### src/logic/csp_pkg.sv
// Constants for the codec serial-port framing block.
// Assumes a single 20 MHz system clock; offsets are byte addresses.
package csp_pkg;
  // Register map
  localparam logic [7:0] CSP_OFS_CTRL = 8'h00;
  localparam logic [7:0] CSP_OFS_STATUS = 8'h04;
  localparam logic [7:0] CSP_OFS_TX_PRI = 8'h08;
  localparam logic [7:0] CSP_OFS_TX_SEC = 8'h0c;
  localparam logic [7:0] CSP_OFS_RX_PRI = 8'h10;
  localparam logic [7:0] CSP_OFS_RX_SEC = 8'h14;
  // Control field positions
  localparam int CSP_CTRL_GP_OUT = 3;
  localparam int CSP_CTRL_IND_SEL = 4;
  localparam int CSP_CTRL_SEC_REQ = 5;
  localparam int CSP_CTRL_WIDE = 6;
  // Reset values
  localparam logic [31:0] CSP_CTRL_RST = 32'h0000_0000;
  localparam logic [15:0] CSP_WORD_RST = 16'h0000;
  // Framing figures, in shift clocks
  localparam int CSP_WORD_BITS = 16;
  localparam logic [9:0] CSP_PERIOD_NARROW = 10'h100;
  localparam logic [9:0] CSP_PERIOD_WIDE = 10'h200;
  localparam logic [9:0] CSP_SEC_NARROW = 10'h080;
  localparam logic [9:0] CSP_SEC_WIDE = 10'h100;
  // Shift clock timing in master mode
  localparam int CSP_CLK_PERIOD_NS = 50;
  localparam int CSP_SCLK_PERIOD_NS = 400;
  localparam int CSP_SCLK_HALF_CYC = (CSP_SCLK_PERIOD_NS + 2 * CSP_CLK_PERIOD_NS - 1) / (2 * CSP_CLK_PERIOD_NS);
endpackage : csp_pkg

### src/logic/csp_serial_port.sv
// Frame-sync and shift-clock control of a codec serial port, with register port.
// Assumes pins arrive asynchronous to i_clock; register port is on i_clock.
// Function
// - Indicator select 0 drives the primary-low, secondary-high communication flag.
// - Indicator select 1 drives the general output bit instead.
// - Receiving and transmitting begin when frame sync goes low.
// - Master generates frame sync, low while data shifts.
// - Delayed sync output feeds a chained slave, same duration as frame sync.
// - Master/slave select high means master, low means slave.
// - Master shift clock is frame rate times 256, or 512 for wide cascades.
// - Power-down pin low stops the serial interface and its clocks.
// - Power-down clears counters and frame and clock state, registers are kept.
// - Reset loads every register with its default.
// - Secondary request pin asks for a secondary interval; honoured in master mode only, slave follows the frame sync pin.
// - Input bits sampled on falling shift clock inside the frame only.
// - Output bits driven on rising shift clock, high impedance outside the frame.
// - Each transfer interval lasts sixteen shift clocks from frame sync falling.
// - Secondary sync follows primary by 128 shift clocks, or 256 for wide cascades.
`timescale 1ns/100ps
module csp_serial_port
  import csp_pkg::*;
#(
  parameter int SCLK_HALF = CSP_SCLK_HALF_CYC
) (
  input wire logic i_clock,
  input wire logic i_nrst,
  input wire logic [7:0] i_addr,
  input wire logic [31:0] i_wdata,
  input wire logic i_wr,
  input wire logic i_rd,
  output logic [31:0] o_rdata,
  input wire logic i_master_sel,
  input wire logic i_power_down_pin_n,
  input wire logic i_secondary_request_pin,
  input wire logic i_iface_mode_sel_lo,
  input wire logic i_iface_mode_sel_hi,
  input wire logic i_frame_sync,
  output logic o_frame_sync,
  output logic o_frame_sync_oe_n,
  input wire logic i_sclk,
  output logic o_sclk,
  output logic o_sclk_oe_n,
  input wire logic i_din,
  output logic o_dout,
  output logic o_dout_oe_n,
  output logic o_delayed_sync_out,
  output logic o_indicator
);

  // Two-flop synchronisers; stage 1 read only by stage 2
  localparam int NSYNC = 8;
  logic [NSYNC-1:0] sync1_q;
  logic [NSYNC-1:0] sync2_q;
  logic [NSYNC-1:0] pins;
  assign pins = {i_master_sel, i_power_down_pin_n, i_secondary_request_pin, i_iface_mode_sel_lo,
                 i_iface_mode_sel_hi, i_frame_sync, i_sclk, i_din};
  always_ff @(posedge i_clock or negedge i_nrst) begin
    if (!i_nrst) begin
      sync1_q <= 8'h5c;
      sync2_q <= 8'h5c;
    end else begin
      sync1_q <= pins;
      sync2_q <= sync1_q;
    end
  end
  logic master;
  logic pd;
  logic req_s;
  logic fs_s;
  logic sclk_s;
  logic din_s;
  assign master = sync2_q[7];
  assign pd = ~sync2_q[6];
  assign req_s = sync2_q[5];
  assign fs_s = sync2_q[2];
  assign sclk_s = sync2_q[1];
  assign din_s = sync2_q[0];

  // Edge history of synchronised pins
  logic sclk_d_q;
  logic fs_d_q;
  logic req_d_q;
  always_ff @(posedge i_clock or negedge i_nrst) begin
    if (!i_nrst) begin
      sclk_d_q <= 1'b0;
      fs_d_q <= 1'b1;
      req_d_q <= 1'b0;
    end else begin
      sclk_d_q <= sclk_s;
      fs_d_q <= fs_s;
      req_d_q <= req_s;
    end
  end

  // Registers
  logic [31:0] ctrl_q;
  logic [15:0] tx_pri_q;
  logic [15:0] tx_sec_q;
  logic [15:0] rx_pri_q;
  logic [15:0] rx_sec_q;
  logic [31:0] rdata_q;
  logic wide;
  assign wide = ctrl_q[CSP_CTRL_WIDE];
  always_ff @(posedge i_clock or negedge i_nrst) begin
    if (!i_nrst) begin
      ctrl_q <= CSP_CTRL_RST;
      tx_pri_q <= CSP_WORD_RST;
      tx_sec_q <= CSP_WORD_RST;
    end else if (i_wr) begin
      // Power-down does not touch these
      unique case (i_addr)
        CSP_OFS_CTRL: ctrl_q <= {25'h0, i_wdata[CSP_CTRL_WIDE], 1'b0, i_wdata[4:0]};
        CSP_OFS_TX_PRI: tx_pri_q <= i_wdata[15:0];
        CSP_OFS_TX_SEC: tx_sec_q <= i_wdata[15:0];
        default: ;
      endcase
    end
  end

  // Master shift clock divider
  logic [7:0] div_q;
  logic sclk_q;
  logic div_tick;
  assign div_tick = (div_q == 8'(SCLK_HALF - 1));
  always_ff @(posedge i_clock or negedge i_nrst) begin
    if (!i_nrst) begin
      div_q <= 8'h00;
      sclk_q <= 1'b0;
    end else if (pd || !master) begin
      div_q <= 8'h00;
      sclk_q <= 1'b0;
    end else if (div_tick) begin
      div_q <= 8'h00;
      sclk_q <= ~sclk_q;
    end else begin
      div_q <= div_q + 8'h01;
    end
  end

  // Shift clock edges: own divider as master, sampled pin as slave
  logic rise_ev;
  logic fall_ev;
  assign rise_ev = !pd && (master ? (div_tick && !sclk_q) : (sclk_s && !sclk_d_q));
  assign fall_ev = !pd && (master ? (div_tick && sclk_q) : (!sclk_s && sclk_d_q));

  // Frame period and secondary request
  logic [9:0] per_q;
  logic [9:0] period;
  logic [9:0] sec_ofs;
  logic sec_pend_q;
  logic in_frame_q;
  logic frame_sec_q;
  logic start_pri;
  logic start_sec;
  logic slave_start;
  assign period = wide ? CSP_PERIOD_WIDE : CSP_PERIOD_NARROW;
  assign sec_ofs = wide ? CSP_SEC_WIDE : CSP_SEC_NARROW;
  assign slave_start = !master && !pd && !fs_s && fs_d_q;
  assign start_pri = master ? (rise_ev && per_q == 10'h000) : (slave_start && per_q < (sec_ofs >> 1));
  assign start_sec = master ? (rise_ev && per_q == sec_ofs && sec_pend_q)
                            : (slave_start && per_q >= (sec_ofs >> 1));
  always_ff @(posedge i_clock or negedge i_nrst) begin
    if (!i_nrst) begin
      per_q <= 10'h000;
    end else if (pd) begin
      per_q <= 10'h000;
    end else if (slave_start && per_q < (sec_ofs >> 1)) begin
      per_q <= 10'h000;
    end else if (rise_ev) begin
      if (master) begin
        per_q <= (per_q == period - 10'h001) ? 10'h000 : per_q + 10'h001;
      end else if (per_q != 10'h3ff) begin
        per_q <= per_q + 10'h001;
      end
    end
  end

  // Pending secondary request; a new request wins over the clear
  always_ff @(posedge i_clock or negedge i_nrst) begin
    if (!i_nrst) begin
      sec_pend_q <= 1'b0;
    end else if ((req_s && !req_d_q) || (i_wr && i_addr == CSP_OFS_CTRL && i_wdata[CSP_CTRL_SEC_REQ])) begin
      sec_pend_q <= 1'b1;
    end else if (start_sec) begin
      sec_pend_q <= 1'b0;
    end
  end

  // Transfer interval: sixteen rising edges from frame start
  logic [4:0] tx_cnt_q;
  logic [15:0] tx_sh_q;
  logic dout_q;
  logic fs_out_q;
  logic chain_q;
  logic [4:0] chain_cnt_q;
  logic fsd_q;
  logic comm_flag_q;
  logic frame_end;
  assign frame_end = in_frame_q && ((rise_ev && tx_cnt_q == 5'(CSP_WORD_BITS - 1)) || (!master && fs_s));
  always_ff @(posedge i_clock or negedge i_nrst) begin
    if (!i_nrst) begin
      in_frame_q <= 1'b0;
      frame_sec_q <= 1'b0;
      tx_cnt_q <= 5'h00;
      tx_sh_q <= CSP_WORD_RST;
      dout_q <= 1'b0;
      fs_out_q <= 1'b1;
      comm_flag_q <= 1'b0;
    end else if (pd) begin
      in_frame_q <= 1'b0;
      tx_cnt_q <= 5'h00;
      fs_out_q <= 1'b1;
    end else if (start_pri || start_sec) begin
      in_frame_q <= 1'b1;
      frame_sec_q <= start_sec;
      comm_flag_q <= start_sec;
      tx_cnt_q <= 5'h00;
      tx_sh_q <= {start_sec ? tx_sec_q[14:0] : tx_pri_q[14:0], 1'b0};
      dout_q <= start_sec ? tx_sec_q[15] : tx_pri_q[15];
      fs_out_q <= 1'b0;
    end else if (frame_end) begin
      in_frame_q <= 1'b0;
      fs_out_q <= 1'b1;
    end else if (in_frame_q && rise_ev) begin
      tx_cnt_q <= tx_cnt_q + 5'h01;
      dout_q <= tx_sh_q[15];
      tx_sh_q <= {tx_sh_q[14:0], 1'b0};
    end
  end

  // Delayed sync for the next device in the chain
  always_ff @(posedge i_clock or negedge i_nrst) begin
    if (!i_nrst) begin
      chain_q <= 1'b0;
      chain_cnt_q <= 5'h00;
      fsd_q <= 1'b1;
    end else if (pd) begin
      chain_q <= 1'b0;
      chain_cnt_q <= 5'h00;
      fsd_q <= 1'b1;
    end else if (frame_end) begin
      chain_q <= 1'b1;
      chain_cnt_q <= 5'h00;
      fsd_q <= 1'b0;
    end else if (chain_q && rise_ev) begin
      if (chain_cnt_q == 5'(CSP_WORD_BITS - 1)) begin
        chain_q <= 1'b0;
        fsd_q <= 1'b1;
      end else begin
        chain_cnt_q <= chain_cnt_q + 5'h01;
      end
    end
  end

  // Own clock reaches the pin a cycle late and data lags two more, so master waits to hit the pin's fall
  logic [2:0] rx_pipe_q;
  logic rx_take;
  always_ff @(posedge i_clock or negedge i_nrst) begin
    if (!i_nrst) rx_pipe_q <= 3'h0;
    else rx_pipe_q <= {rx_pipe_q[1:0], master && in_frame_q && fall_ev};
  end
  assign rx_take = master ? rx_pipe_q[2] : (in_frame_q && fall_ev);

  // Receive on falling edges inside the frame only
  logic [4:0] rx_cnt_q;
  logic [15:0] rx_sh_q;
  always_ff @(posedge i_clock or negedge i_nrst) begin
    if (!i_nrst) begin
      rx_cnt_q <= 5'h00;
      rx_sh_q <= CSP_WORD_RST;
      rx_pri_q <= CSP_WORD_RST;
      rx_sec_q <= CSP_WORD_RST;
    end else if (pd || start_pri || start_sec) begin
      rx_cnt_q <= 5'h00;
    end else if (rx_take && rx_cnt_q < 5'(CSP_WORD_BITS)) begin
      rx_sh_q <= {rx_sh_q[14:0], din_s};
      rx_cnt_q <= rx_cnt_q + 5'h01;
      if (rx_cnt_q == 5'(CSP_WORD_BITS - 1)) begin
        if (frame_sec_q) begin
          rx_sec_q <= {rx_sh_q[14:0], din_s};
        end else begin
          rx_pri_q <= {rx_sh_q[14:0], din_s};
        end
      end
    end
  end

  // Pin drivers, all registered
  always_ff @(posedge i_clock or negedge i_nrst) begin
    if (!i_nrst) begin
      o_frame_sync <= 1'b1;
      o_frame_sync_oe_n <= 1'b1;
      o_sclk <= 1'b0;
      o_sclk_oe_n <= 1'b1;
      o_dout <= 1'b0;
      o_dout_oe_n <= 1'b1;
      o_delayed_sync_out <= 1'b1;
      o_indicator <= 1'b0;
    end else begin
      o_frame_sync <= fs_out_q;
      o_frame_sync_oe_n <= !(master && !pd);
      o_sclk <= sclk_q;
      o_sclk_oe_n <= !(master && !pd);
      o_dout <= dout_q;
      // Follows frame sync exactly, so data is never driven without a frame
      o_dout_oe_n <= !in_frame_q;
      o_delayed_sync_out <= fsd_q;
      o_indicator <= ctrl_q[CSP_CTRL_IND_SEL] ? ctrl_q[CSP_CTRL_GP_OUT] : comm_flag_q;
    end
  end

  // Register read, answered in the next cycle only
  always_ff @(posedge i_clock or negedge i_nrst) begin
    if (!i_nrst) begin
      rdata_q <= 32'h0000_0000;
    end else if (i_rd) begin
      unique case (i_addr)
        CSP_OFS_CTRL: rdata_q <= ctrl_q;
        // Mode pins shown as strapped by the far party
        CSP_OFS_STATUS: rdata_q <= {24'h0, sync2_q[3], sync2_q[4], fsd_q, pd, sec_pend_q,
                                    comm_flag_q, in_frame_q, master};
        CSP_OFS_TX_PRI: rdata_q <= {16'h0000, tx_pri_q};
        CSP_OFS_TX_SEC: rdata_q <= {16'h0000, tx_sec_q};
        CSP_OFS_RX_PRI: rdata_q <= {16'h0000, rx_pri_q};
        CSP_OFS_RX_SEC: rdata_q <= {16'h0000, rx_sec_q};
        default: rdata_q <= 32'h0000_0000;
      endcase
    end else begin
      rdata_q <= 32'h0000_0000;
    end
  end
  assign o_rdata = rdata_q;

endmodule : csp_serial_port

### config.mk
export PLATFORM = sky130hd
export DESIGN_NAME = csp_serial_port
export DESIGN_NICKNAME = d
export VERILOG_FILES = /design/src/logic/csp_pkg.sv /design/src/logic/csp_serial_port.sv
export SDC_FILE = /design/constraint.sdc
export NUM_CORES = 1
export LEC_CHECK = 0
export BUFFER_PORTS_ARGS = -buffer_cell sky130_fd_sc_hd__buf_2
export CAP_MARGIN = 20
export CORE_ASPECT_RATIO = 1.25
export CORE_UTILIZATION = 25
export DETAILED_ROUTE_END_ITERATION = 10
export SLEW_MARGIN = 5
export SYNTH_ARGS = -nofsm -noshare
export SYNTH_HDL_FRONTEND = slang
export SYNTH_SLANG_ARGS = --single-unit
### constraint.sdc
create_clock -name i_clock -period 3.8 [get_ports i_clock]
set_clock_uncertainty 0.05 [all_clocks]
set_input_delay 0 -clock i_clock [delete_from_list [all_inputs] [get_ports i_clock]]
set_output_delay 0 -clock i_clock [all_outputs]
set_load 0.1 [all_outputs]
==> impl_table.tex <==
\begin{tabular}{lr}
\hline
Metric & Value \\
\hline
\multicolumn{2}{l}{\textbf{Setup path}} \\
\quad Cell breakdown of the critical path & inv\_1 > ha\_1 > or3b\_1 > a21oi\_1 > o211ai\_2 > nand2\_4 > or3\_1 > buf\_4 > mux2\_2 \\
\quad Master of the slowest instance on the critical path & dfrtp\_1 \\
\quad Data required time at the worst endpoint & a little over 4000 ps \\
\quad Number of buffer and inverter instances along the worst setup path & 2 \\
\quad Crit. End Element & register \\
\quad Largest stage delay, worst path & approximately 420 ps \\
\quad Startpoint-to-endpoint class of the critical path & register to register \\
\quad Largest fanout on the critical path & 34 \\
\quad Crit path max-delay family & simple AND/OR/NAND/NOR gates \\
\quad Arr. time, crit path & between 3000 and 4000 ps \\
\quad Startpoint class of the critical path & register \\
\multicolumn{2}{l}{\textbf{Yosys}} \\
\quad Gate count of the mapped netlist & $\sim$670 \\
\quad Ranking of synthesized cells by instance count & dfrtp\_1, mux2\_2, nor2\_1 \\
\quad Yosys synthesis warning count & 0 \\
\quad EDFF count, synth & 0 \\
\quad Combinational family with the most area after synthesis & multiplexers \\
\quad Complex-gate fraction of the synthesized area & between 9 and 10\% \\
\quad Sequential fraction of the synthesis area & 56.7\% \\
\quad Ranking of synthesized cells by area & dfrtp\_1, mux2\_2, dfstp\_2 \\
\quad Cell area after synthesis & 8240 um2 \\
\quad Yosys reg bits & approximately 190 \\
\quad Dominant register cell in the synthesized netlist & dfrtp\_1 \\
\quad Fraction of the mapped netlist area in simple logic gates & between 10 and 15\% \\
\quad Post-synthesis average cell area & approximately 12 um2 \\
\quad Parity-gate share of the synthesized area counting xor and xnor cells & about 1.9\% \\
\quad Most common cell in the netlist & dfrtp\_1 \\
\quad Top cell type by total area after synthesis & dfrtp\_1 \\
\quad Share of cell area taken by muxes after synthesis & 15.2\% \\
\quad Area fraction of the dominant cell type after synthesis & roughly 52\% \\
\quad Distinct cell type count of the synthesized netlist & between 50 and 60 \\
\quad Fraction of registers with async set or reset after synthesis & 100\% \\
\quad Adder-Cell Fraction of Synth Area & 1.67\% \\
\multicolumn{2}{l}{\textbf{Drt}} \\
\quad Routed wire length & roughly 18000 um \\
\quad Initial detailed-routing violation count & between 300 and 400 \\
\quad Final antenna-violating net count & 0 \\
\quad Router iterations before antenna repair & 4 \\
\quad Via count & 5385 \\
\quad Ratio of routed vias to standard cells & 4.57 \\
\quad Per-cell routed wire length & $\sim$16 um \\
\quad Count of unresolved DRC violations after routing & 0 \\
\multicolumn{2}{l}{\textbf{Power}} \\
\quad PwrDens & about 450 nW/um2 \\
\quad Sequential fraction of design power & between 40\% and 50\% \\
\quad Proportion of power drawn by the clock network & between 40\% and 50\% \\
\quad Internal power contribution & 3.25 mW \\
\quad Static leakage & about 4.6 nW \\
\quad Max VDD drop & between 0.2 and 0.25 mV \\
\quad Switching part of the total power & around 26\% \\
\quad Net load switching power & $\sim$1.1 mW \\
\quad Combinational group share of total power & 9.6\% \\
\multicolumn{2}{l}{\textbf{Timing}} \\
\quad Worst rel slew slack & 38.7\% \\
\quad Final Max Tran Viols & 0 \\
\quad Setup repair after global routing missed its margin & false \\
\quad Final number of hold-violating endpoints & 0 \\
\quad Slack of the critical path & a little under 900 ps \\
\quad Period utilization & between 70\% and 80\% \\
\quad Highest clock frequency the design can meet & between 300 and 400 MHz \\
\quad Least-Margin Pin Slew & about 920 ps \\
\quad Final total negative setup slack & 0 ps \\
\quad Minimum period implied by the final worst setup slack & between 2000 and 3000 ps \\
\quad Final setup violation count & 0 \\
\multicolumn{2}{l}{\textbf{Clock tree}} \\
\quad Buffers from clock root to sink, at most & 2 \\
\quad Post-CTS Setup Inserts & 0 \\
\quad Number of sinks handled by clock tree synthesis & 186 \\
\quad CTS tree & built \\
\quad Clk Tree Root Cell & clkbuf\_16 \\
\quad Number of buffers created by CTS & 17 \\
\quad Clock latency of the later-clocked register in the worst-skew pair & about 430 ps \\
\quad CTS H-tree lvls & 4 \\
\quad Clock transition at path regs & around 70 ps \\
\multicolumn{2}{l}{\textbf{Status}} \\
\quad Outcome & finished, final reports clean \\
\multicolumn{2}{l}{\textbf{Floorplanning}} \\
\quad Area of the die & approximately 34000 um2 \\
\quad Initial Utilization & between 20 and 30\% \\
\quad Total I/O pin count & a little over 90 \\
\quad Core ar. & between 30000 and 40000 um2 \\
\quad Placement row count & 73 \\
\quad Die height & roughly 200 um \\
\quad Die X & about 160 um \\
\multicolumn{2}{l}{\textbf{Placed design}} \\
\quad Global placer's final weighted congestion & approximately 0.76 \\
\quad Setup slack after placement & 891 ps \\
\quad Number of I/O port buffers & roughly 60 \\
\quad Final HPWL from detailed placement & 12500 um \\
\multicolumn{2}{l}{\textbf{Final layout}} \\
\quad Diode count & 0 \\
\quad Layout area overhead & 18.6\% \\
\quad Number of nets in the final layout & approximately 820 \\
\quad Seq. cell area & $\sim$4700 um2 \\
\quad Share of cells above drive strength 1 & between 20\% and 30\% \\
\quad Multi-input logic area & around 3300 um2 \\
\quad Fillcell total & approximately 3300 \\
\multicolumn{2}{l}{\textbf{GRT}} \\
\quad Antenna violations before repair & 0 \\
\quad Vias in the first global route & between 5000 and 6000 \\
\quad Wire length of the first global-routing pass & approximately 30000 um \\
\quad Pin count of the biggest net entering global routing & 107 \\
\quad Global Route Usage Sum & 11.7\% \\
\quad Leftover overflow at the end of global routing & 0 \\
\multicolumn{2}{l}{\textbf{Hold path}} \\
\quad Path class of the lowest-slack min-delay path & input pin to register \\
\multicolumn{2}{l}{\textbf{Job}} \\
\quad Number of maximum-capacitance constraint violations & 0 \\
\hline
\end{tabular}
==> metrics by stage <==
step | cells | cell area (um2) | power [mW] | util, % | hold slack, ps
2_1_floorplan | 688 | 8290 | 2.46 | - | -346
3_3_place_gp | 1121 | 8910 | 2.58 | 27.7 | 58.8
3_5_place_dp | 1121 | 8910 | 2.58 | 27.7 | 59.0
4_1_cts | 1179 | 9770 | 4.44 | 30.4 | 114
5_1_grt | 1179 | 9770 | 4.57 | 30.4 | 163
6_report | 1179 | 9770 | 4.38 | 30.4 | 127
==> power by group through the flow <==
stage	clock network, mW	logic (mW)	registers (mW)
after CTS	1.87	0.428	2.14
after global placement	0	0.400	2.18
after floorplan	0	0.256	2.21
final	1.81	0.422	2.14
after detailed placement	0	0.404	2.18
after global routing	1.94	0.466	2.16
==> sequential cells by signal, indices dropped and copies added (netlist names), 3 cells and up <==
signal / cells
o_rdata: 16
rx_cnt_q: 5
rx_pri_q: 16
rx_sh_q: 15
chain_cnt_q: 5
tx_sec_q: 16
tx_cnt_q: 5
sync2_q: 8
rx_pipe_q: 3
ctrl_q: 6
rx_sec_q: 16
per_q: 10
sync1_q: 8
div_q: 8
tx_pri_q: 16
tx_sh_q: 15
==> layer usage <==
layer / up-vias / global-route usage, % / share of wire (%)
li1: 2540 / - / -
met1: 2711 / 14.6 / 44
met2: 116 / 20.0 / 51
met3: 18 / 2.33 / 3.8
met4: 0 / 4.20 / 1.5
met5: - / 0 / 0
==> final cells by class <==
cell class              count  share of cell area, %
well taps                 412                   5.27
flip-flops and latches    186                   47.8
multi-input cells         437                   33.5
clock inverters            10                   1.33
clock buffers              22                   4.85
repair buffers             96                   6.62
inverters                  16                  0.615
==> path summary, 6_finish.rpt <==
path,slack (ps),start,end,depth (start not counted)
setup / recovery,880,ctrl_q[6],rx_pri_q[15],9
hold / removal,130,i_addr[6],o_rdata[0],5
min in group asynchronous,160,i_nrst,o_rdata[12],2
setup reg to reg,880,ctrl_q[6],rx_pri_q[15],9
hold reg to reg,290,sync1_q[7],sync2_q[7],0
max in group asynchronous,2510,i_nrst,sync2_q[3],3
==> cell families (layout without fill, tap and decap cells) <==
kind of cell               after synthesis  in the layout
xor gates and xnor gates                18             18
buffers and inverters                   65            144
muxes                                  111            111
and+or+nand+nor                        157            157
AOI/OAI and AO/OA                      124            124
adders and majority gates               11             11
DFF                                    186            186
other                                    1             16
==> cells in the final DEF, fill, tap and decap left out, types with 15 or more instances in the layout <==
cell type	synthesis	layout
a211oi_1	17	17
dlygate4sd3_1	0	26
nor2b_1	22	22
nor2_1	41	41
mux2_2	75	75
dfrtp_1	171	171
a21oi_1	32	31
o21ai_0	20	20
mux2i_1	26	26
conb_1	1	16
dfstp_2	15	15
clkbuf_16	0	17
buf_2	17	58
a22oi_1	29	29
inv_1	16	16
nand2_1	29	29
==> repair_timing <==
action,in CTS,in global routing
resized for setup,0,0
hold buffers,26,0
setup endpoints to repair,0,0
endpoints found under the hold margin,152,0
==> tightest hold or removal path: cells and delay by family <==
family	cells	cell delay [ps]
buf+inv	2	270
compound gates	2	260
simple gates	1	40
(Power assumes the default switching activity.)
